**src/inc/kwu_params.svh**
```systemverilog
// constants of the key-on wakeup standby release block
`ifndef KWU_PARAMS_SVH
`define KWU_PARAMS_SVH
// ----------------------------------------
// register byte addresses
// ----------------------------------------
`define KWU_ADDR_ENABLE 12'h000
`define KWU_ADDR_SYSCTL 12'h004
`define KWU_ADDR_STATUS 12'h008
`define KWU_ADDR_PINS 12'h00c
// ----------------------------------------
// field positions and reset values
// ----------------------------------------
`define KWU_EN_LSB 4
`define KWU_EN_MSB 7
`define KWU_EN_RESET 4'h0
`define KWU_SYS_STOP_BIT 7
`define KWU_SYS_RELM_BIT 6
`define KWU_SYS_RESET 8'h00
`define KWU_PIN_IDLE 5'h0f
`define KWU_WARMUP_CYCLES 16
`endif

```
**src/inc/kwu_pkg.sv**
```systemverilog
// types of the key-on wakeup standby release block
package kwu_pkg;
    typedef enum logic [1:0] {
        KWU_RUN = 2'b00,
        KWU_STANDBY = 2'b01,
        KWU_WARMUP = 2'b10
    } kwu_state_e;
endpackage
```
**src/hdl/kwu_standby_release.sv**
```systemverilog
// key-on wakeup standby entry and release controller with apb registers
// ----------------------------------------
// Summary of operation
// - standby entered only by control register write
// - enabled key pin low releases standby in level mode only
// - software reads current key pin levels
// - wake already present skips standby, warms up
// - release pin always acts, no enable
// - level mode levels; edge mode rising edge
// - write-only enables bits 7..4, reset zero
// ----------------------------------------
`timescale 1ns/100ps
`include "kwu_params.svh"
module kwu_standby_release
    import kwu_pkg::*;
#(
    parameter int WARMUP_CYCLES = `KWU_WARMUP_CYCLES
) (
    input wire logic core_clk,
    input wire logic rst,
    input wire logic psel,
    input wire logic penable,
    input wire logic pwrite,
    input wire logic [11:0] paddr,
    input wire logic [31:0] pwdata,
    output logic [31:0] prdata,
    output logic pready,
    output logic pslverr,
    input wire logic [3:0] keyWakePin,
    input wire logic releasePin,
    output logic inStandby,
    output logic inWarmup
);
    initial begin
        if (WARMUP_CYCLES < 1 || WARMUP_CYCLES > 65535) begin
            $error("WARMUP_CYCLES out of range");
        end
    end

    // ----------------------------------------
    // pin synchronisers
    // ----------------------------------------
    // keeps the release path on synchronised copies; a stopped clock would need an async latch
    logic [4:0] syncA, syncB, syncC;
    always_ff @(posedge core_clk) begin
        if (rst) begin
            syncA <= `KWU_PIN_IDLE;
            syncB <= `KWU_PIN_IDLE;
            syncC <= `KWU_PIN_IDLE;
        end else begin
            syncA <= {releasePin, keyWakePin};
            syncB <= syncA;
            syncC <= syncB;
        end
    end
    // reset value is the pins' idle level (keys high, release low), so no false edge follows reset
    logic [3:0] keyLow;
    logic relHigh, relRise;
    assign keyLow = ~syncB[3:0];
    assign relHigh = syncB[4];
    assign relRise = syncB[4] & ~syncC[4];

    // ----------------------------------------
    // registers and state
    // ----------------------------------------
    logic [3:0] keyEnable, next_keyEnable;
    logic relMode, next_relMode;
    logic stopReq, next_stopReq;
    kwu_state_e state, next_state;
    logic [15:0] warmCnt, next_warmCnt;
    logic [7:0] releaseCount, next_releaseCount;
    logic [31:0] next_prdata;
    logic next_pready, next_pslverr;
    logic wrAccess, rdAccess, wakeLevel, wakeNow;

    assign wrAccess = psel & penable & pwrite & ~pready;
    assign rdAccess = psel & penable & ~pwrite & ~pready;
    // edge mode ignores the key pins entirely
    assign wakeLevel = relHigh | (|(keyLow & keyEnable));
    assign wakeNow = relMode ? wakeLevel : relRise;

    always_comb begin
        next_keyEnable = keyEnable;
        next_relMode = relMode;
        next_stopReq = 1'b0;
        next_state = state;
        next_warmCnt = warmCnt;
        next_releaseCount = releaseCount;
        next_prdata = 32'h0000_0000;
        next_pready = 1'b0;
        next_pslverr = 1'b0;
        if (psel & penable & ~pready) begin
            next_pready = 1'b1;
            if (paddr == `KWU_ADDR_ENABLE) begin
                if (pwrite) begin
                    next_keyEnable = pwdata[`KWU_EN_MSB:`KWU_EN_LSB];
                end
            end else if (paddr == `KWU_ADDR_SYSCTL) begin
                if (pwrite) begin
                    next_relMode = pwdata[`KWU_SYS_RELM_BIT];
                    next_stopReq = pwdata[`KWU_SYS_STOP_BIT];
                end else begin
                    next_prdata[`KWU_SYS_RELM_BIT] = relMode;
                end
            end else if (paddr == `KWU_ADDR_STATUS) begin
                if (!pwrite) begin
                    next_prdata = {16'h0000, releaseCount, 6'h00, state};
                end
            end else if (paddr == `KWU_ADDR_PINS) begin
                if (!pwrite) begin
                    next_prdata[4:0] = {relHigh, ~keyLow};
                end
            end else begin
                next_pslverr = 1'b1;
            end
        end
        case (state)
            KWU_RUN: begin
                if (stopReq) begin
                    // a wake already pending skips standby straight into warm-up
                    if (relMode ? wakeLevel : relHigh) begin
                        next_state = KWU_WARMUP;
                        next_warmCnt = 16'(WARMUP_CYCLES);
                    end else begin
                        next_state = KWU_STANDBY;
                    end
                end
            end
            KWU_STANDBY: begin
                if (wakeNow) begin
                    next_state = KWU_WARMUP;
                    next_warmCnt = 16'(WARMUP_CYCLES);
                    next_releaseCount = releaseCount + 8'h01;
                end
            end
            KWU_WARMUP: begin
                if (warmCnt <= 16'h0001) begin
                    next_state = KWU_RUN;
                    next_warmCnt = 16'h0000;
                end else begin
                    next_warmCnt = warmCnt - 16'h0001;
                end
            end
            default: begin
                next_state = KWU_RUN;
            end
        endcase
    end

    always_ff @(posedge core_clk) begin
        if (rst) begin
            keyEnable <= `KWU_EN_RESET;
            relMode <= 1'b0;
            stopReq <= 1'b0;
            state <= KWU_RUN;
            warmCnt <= 16'h0000;
            releaseCount <= 8'h00;
            prdata <= 32'h0000_0000;
            pready <= 1'b0;
            pslverr <= 1'b0;
            inStandby <= 1'b0;
            inWarmup <= 1'b0;
        end else begin
            keyEnable <= next_keyEnable;
            relMode <= next_relMode;
            stopReq <= next_stopReq;
            state <= next_state;
            warmCnt <= next_warmCnt;
            releaseCount <= next_releaseCount;
            prdata <= next_prdata;
            pready <= next_pready;
            pslverr <= next_pslverr;
            inStandby <= (next_state == KWU_STANDBY);
            inWarmup <= (next_state == KWU_WARMUP);
        end
    end

    // ----------------------------------------
    // assertions
    // ----------------------------------------
    property p_entry_needs_write;
        @(posedge core_clk) disable iff (rst)
        ($rose(inStandby) || ($rose(inWarmup) && $past(state) == KWU_RUN)) |-> $past(stopReq);
    endproperty
    a_entry_needs_write: assert property (p_entry_needs_write) else $error("standby without request");

    property p_key_release;
        @(posedge core_clk) disable iff (rst)
        (state == KWU_STANDBY && relMode && |(keyLow & keyEnable)) |=> inWarmup;
    endproperty
    a_key_release: assert property (p_key_release) else $error("enabled key low did not release");

    property p_pin_read;
        @(posedge core_clk) disable iff (rst)
        (rdAccess && paddr == `KWU_ADDR_PINS) |=> prdata[3:0] == ~$past(keyLow);
    endproperty
    a_pin_read: assert property (p_pin_read) else $error("pin levels misread");

    property p_immediate;
        @(posedge core_clk) disable iff (rst)
        (state == KWU_RUN && stopReq && relHigh) |=> (state == KWU_WARMUP && !inStandby);
    endproperty
    a_immediate: assert property (p_immediate) else $error("standby entered with wake pending");

    property p_release_pin;
        @(posedge core_clk) disable iff (rst)
        (state == KWU_STANDBY && relMode && relHigh) |=> state == KWU_WARMUP;
    endproperty
    a_release_pin: assert property (p_release_pin) else $error("release pin ignored");

    property p_edge_ignores_keys;
        @(posedge core_clk) disable iff (rst)
        (state == KWU_STANDBY && !relMode && !relRise) |=> state == KWU_STANDBY;
    endproperty
    a_edge_ignores_keys: assert property (p_edge_ignores_keys) else $error("edge mode left without rise");

    property p_enable_write;
        @(posedge core_clk) disable iff (rst)
        (wrAccess && paddr == `KWU_ADDR_ENABLE) |=> keyEnable == $past(pwdata[7:4]);
    endproperty
    a_enable_write: assert property (p_enable_write) else $error("enable bits not stored");

    property p_sync_delay;
        @(posedge core_clk) disable iff (rst)
        (!$past(rst) && !$past(rst, 2)) |-> (keyLow == ~$past(keyWakePin, 2) && relHigh == $past(releasePin, 2));
    endproperty
    a_sync_delay: assert property (p_sync_delay) else $error("key pin not synchronised");
endmodule

```
**config.mk**
```make
export PLATFORM = sky130hd
export DESIGN_NAME = kwu_standby_release
export DESIGN_NICKNAME = d
export VERILOG_FILES = /design/src/inc/kwu_pkg.sv /design/src/hdl/kwu_standby_release.sv
export VERILOG_INCLUDE_DIRS = /design/src /design/src/inc
export SDC_FILE = /design/constraint.sdc
export NUM_CORES = 1
export LEC_CHECK = 0
export ABC_CLOCK_PERIOD_IN_PS = 5800
export BUFFER_PORTS_ARGS = -buffer_cell sky130_fd_sc_hd__clkbuf_2
export CAP_MARGIN = 20
export CORE_MARGIN = 1
export CORE_UTILIZATION = 36
export DETAILED_ROUTE_END_ITERATION = 10
export PLACE_DENSITY_LB_ADDON = 0.12
export SLEW_MARGIN = 25
export SYNTH_ARGS = -nofsm -noshare
export SYNTH_HDL_FRONTEND = slang
export SYNTH_SLANG_ARGS = --single-unit
export TNS_END_PERCENT = 20
```
**constraint.sdc**
```tcl
create_clock -name core_clk -period 5.8 [get_ports core_clk]
set_clock_uncertainty 0.2 [all_clocks]
set_input_delay 0.29 -clock core_clk [delete_from_list [all_inputs] [get_ports core_clk]]
set_output_delay 0.29 -clock core_clk [all_outputs]
set_load 0.02 [all_outputs]
```
* Yosys cells after proc, flatten, opt, wreduce, memory -nomap -nowiden *
Index checks and enable logic that the tools add are counted.

word-level totals
  word-level logic and storage cells = 79
  output and inout port bits = 36
  bits in registers = 83

cells by class
  reductions and logical operators = 14
  bitwise operators = 14
  add/subtract/negate cells = 2
  multiplexer cells = 21
  order comparisons = 1
  equality and inequality tests = 10

operator list
  cell                     number
  $mux W16                 4
  $pmux W16 S3             1
  $eq A12 B4 Y1 const B    2
  $le A16 B1 Y1 const B    1
  $sub A16 B1 Y16 const B  1
  $mux W5                  3
  $reduce_or A5 Y1         3
  $eq A12 B3 Y1 const B    1
  $logic_not A12 Y1        1
  $mux W2                  6
  $add A8 B1 Y8 const B    1
  $not A4 Y4               2
  $reduce_and A4 Y1        2
  $reduce_or A4 Y1         2
  $not A1 Y1               7
  $mux W1                  6
  $ne A2 B2 Y1 const B     3
  $pmux W2 S3              1
  $reduce_or A6 Y1         1
  $and A4 B4 Y4            1
  $eq A2 B1 Y1 const B     2
  $eq A2 B2 Y1 const B     2
  $and A1 B1 Y1            3
  $reduce_and A3 Y1        1
  other kinds (5)          5

* Logic depth before layout (Yosys ltp) *
  depth after elaboration = 9
  mapped depth = 7

* Least setup slack after synthesis *
No wires, ideal clock.

  path type = reg-to-reg
  from = reg warmCnt[0]
  to = reg warmCnt[5]
  arrival time = 1.839 ns
  path buffers = 1
  slack = 3.679 ns
  cell stages (with the launch flop) = 8
  setup time = 0.082 ns
  data required time = 5.518 ns
  period minus slack after synthesis = 2.121 ns
  cell sequence = dfxtp_1 -> inv_1 -> ha_1 -> o211a_1 -> a211o_1 -> buf_6 -> or4_1 -> o221ai_1

on the way
  word-level cells in the longest chain between the ends = 3
  elaborated cells between the ends (all ways) = 4
  those cells by class = 1 x add/sub; 1 x order compare; 2 x mux

ends and longest elaborated chain
  element                                                  RTL line                                                text
  start, declared                                          kwu_standby_release.sv:70                               logic [15:0] warmCnt, next_warmCnt;
  start signal, assigned                                   kwu_standby_release.sv:168                              warmCnt <= next_warmCnt;
  $sub A16 B1 Y16 / $le A16 B1 Y1 (equally long branches)  kwu_standby_release.sv:141, kwu_standby_release.sv:137
  $mux W16 (*)                                             kwu_standby_release.sv:137                              if (warmCnt <= 16'h0001) begin
  $pmux W16 S3 (*)                                         kwu_standby_release.sv:117                              case (state)

Every way passes the cells marked *; elsewhere a longest branch is shown, timed or not.
A chain may end at the register's enable or synchronous reset.

* Worst setup path after layout *
  from = reg warmCnt[1]
  to = reg warmCnt[10]

The elaborated chain is that of the path after synthesis.

==> reports/metrics.yaml <==
outcome:
  status: "complete, no violations"
yosys:
  async_reset_ff_share_pct: 0
  synth-main-ff-cell: "dfxtp_1"
  ys_ff_latch: 61
  synth_edf_count: 0
  syn-cell-area_sq_um: 2703
  synth_seq_area_share_pct: 45.19
  ys_warn_count: 0
  syn_area_per_cell_sq_um: 9.417
  syn_inst: 287
  ys_types: 55
sta:
  hold_viol_final: 0
  tightest_slew_ps: 931.3
  rsz0062_at_grt: "no"
  timing.setup.tns_ps: 0
  finalCritPeriodShare_pct: 43.30
  whs_ps: 15.64
  final-setup-viol-count: 0
  relSlewSlack_pct: 37.78
  drv_slew: 0
  fmaxAchievable_ghz: 0.3982
  period_minus_slack_ps: 2512
floorplan:
  start_util_pct: 37.26
  die_area_sq_um: 7858
  io_pins: 90
  core-area_sq_um: 7253
  die_h_microns: 88.65
  die_w_microns: 88.65
  num_rows: 31
routing:
  wl_microns: 4974
  num_vias: 2023
  drc_errors: 0
  ant_nets: 0
  drt-pass1-iter-count: 4
  wl_met3_microns: 218
  wl_per_cell_microns: 11.33
  highest-signal-layer: "met4"
  via_per_inst: 4.608
  met2_length_microns: 2153
  wl_met1_microns: 2557
  drtIter0Drc: 93
global_route:
  antenna_found_initial: 0
  grt_pass1_wl_microns: 8079
  grt_pass1_vias: 1769
  grt_max_degree: 36
  grt_usage_pct: 13.76
  gr-total-overflow: 0
placement:
  place.gp.congestion: 0.7390
  portBuffers: 43
  placed_area_sq_um: 2885
  dp_hpwl_microns: 3457
  placedCellCount: 416
power_and_ir_drop:
  p_leak_nw: 1.371
  power_density_nw_per_um2: 279.4
  peakVddDrop_uv: 132.4
final_layout:
  stdcell_count: 439
  nNetsFinal: 392
  area.sequential_sq_um: 1221
  multiInputGateArea_sq_um: 1265
  fillCellCount: 726
  fin_area_sq_um: 3181
  syn_to_final_growth_pct: 17.69
  insertedDiodeCount: 0
  fin_util_pct: 43.85
  drive_gt1_share_pct: 22.35
worst_setup_path:
  crit_type: "reg -> reg"
  critPathCaptureType: "flip-flop"
  worstPathMaxFanout: 7
  start_kind: "flip-flop"
  arrival_ps: 2490
  required_ps: 5780
clock_tree:
  cts-root-buf: "clkbuf_8"
  post_cts_buffers: 0
  cts_made_buffers: 9
  clockBufferDepth: 2
  clk_pin_slew_ps: 60
  cts.htree.levels: 3
  cts_tree: "built"
  worstSkewPairLatency_ps: 330
  clock_sink_count: 61
run:
  max-cap-violations: 0
min_path:
  hp-class: "in -> reg"
## cells in the final DEF (no fill, tap or decap), drive strengths merged, types with 8 or more instances in the layout
cell type / n
o211ai: 8
conb: 18
nand2b: 8
nand3: 9
mux2i: 9
nor2: 24
inv: 16
nand2: 9
or2: 8
and2: 10
o21ai: 11
dfxtp: 61
clkbuf: 55
## stage by stage
stage,setup WS (ps),power [mW]
finish,3288,0.8888
global route,3040,0.9270
CTS,3310,0.9037
detailed placement,3331,0.4737
global placement,3119,0.4733
floorplan,3679,0.4723
## where the power goes
| part | internal [mW] | switching [mW] |
|---|---|---|
| sequential | 0.423 | 0.00289 |
| combinational | 0.0159 | 0.0257 |
| clock | 0.264 | 0.157 |
## worst paths after layout
kind              depth (start not counted)      endpoint  slack, ps        from
setup reg to reg                          6   warmCnt[10]       3290  warmCnt[1]
hold reg to reg                           1      syncB[2]        210    syncA[2]
hold / removal                            3  keyEnable[3]         20   pwdata[7]
setup / recovery                          6   warmCnt[10]       3290  warmCnt[1]
## cell families after synthesis
family                   Yosys count  synth area share (%)
adder cells (fa/ha/maj)            3                 1.389
buffers and inverters             46                 10.56
multiplexers                       9                 3.333
other                              1                0.1388
AO/OA/AOI/OAI                     46                 12.13
XOR/XNOR                           6                 1.944
AND/OR/NAND/NOR                  115                 25.32
flip-flops                        61                 45.19
## registers in the layout (all words and copies together), names as in the netlist
signal        count
pready            1
syncA             5
pslverr           1
stopReq           1
warmCnt          16
keyEnable         4
prdata           14
syncC             1
syncB             5
inWarmup          1
inStandby         1
state             2
releaseCount      8
relMode           1
## layout make-up
type / instances / share of cell area (%)
clock inverter: 4 / 2.203
multi-input combinational: 197 / 39.77
inverter: 16 / 1.888
sequential: 61 / 38.39
tap: 99 / 3.895
clock buffer: 12 / 4.878
timing repair buffer: 50 / 8.969
## timing repair
action / CTS / global route
gates resized for setup: 0 / 0
hold endpoints to repair: 7 / 0
hold buffers: 7 / 0
## synthesized netlist by cell type (all sizes together) (2+ instances only)
cell     count  area, sq um
nor4         5        52.55
o211ai       8        65.06
nor4b        3        26.28
nor3         4        25.02
ha           3        37.54
o2111ai      3        32.53
clkbuf       8        30.03
buf         21        162.7
or2          8        50.05
o21ai       11        58.81
nand3        9        50.05
xor2         6        52.55
inv         16        60.06
o221ai       2        17.52
mux2i        9        90.09
or3          6        37.54
nor2        24        90.09
and3         7        43.79
o21a         2        15.01
a31oi        4        25.02
nand2        9        33.78
nand4        5        31.28
and4         2        17.52
nand4b       2        17.52
nor2b        6        37.54
or4          4        30.03
and2        10        62.56
dfxtp       61         1221
a21oi        7        38.79
nand2b       8        50.05
## layer usage
layer | vias up | track usage, %
met5 | - | 0
met4 | 0 | 5.279
met3 | 4 | 5.877
met2 | 47 | 19.16
met1 | 902 | 18.66
li1 | 1070 | -
## critical path, stage by stage (launching register included)
cell and delay, ps:
dfxtp_1 320, inv_1 130, ha_1 210, nor3b_1 770, nand2_1 250, o311ai_0 320, o221ai_1 160
Power figures use the tool's default switching activity.
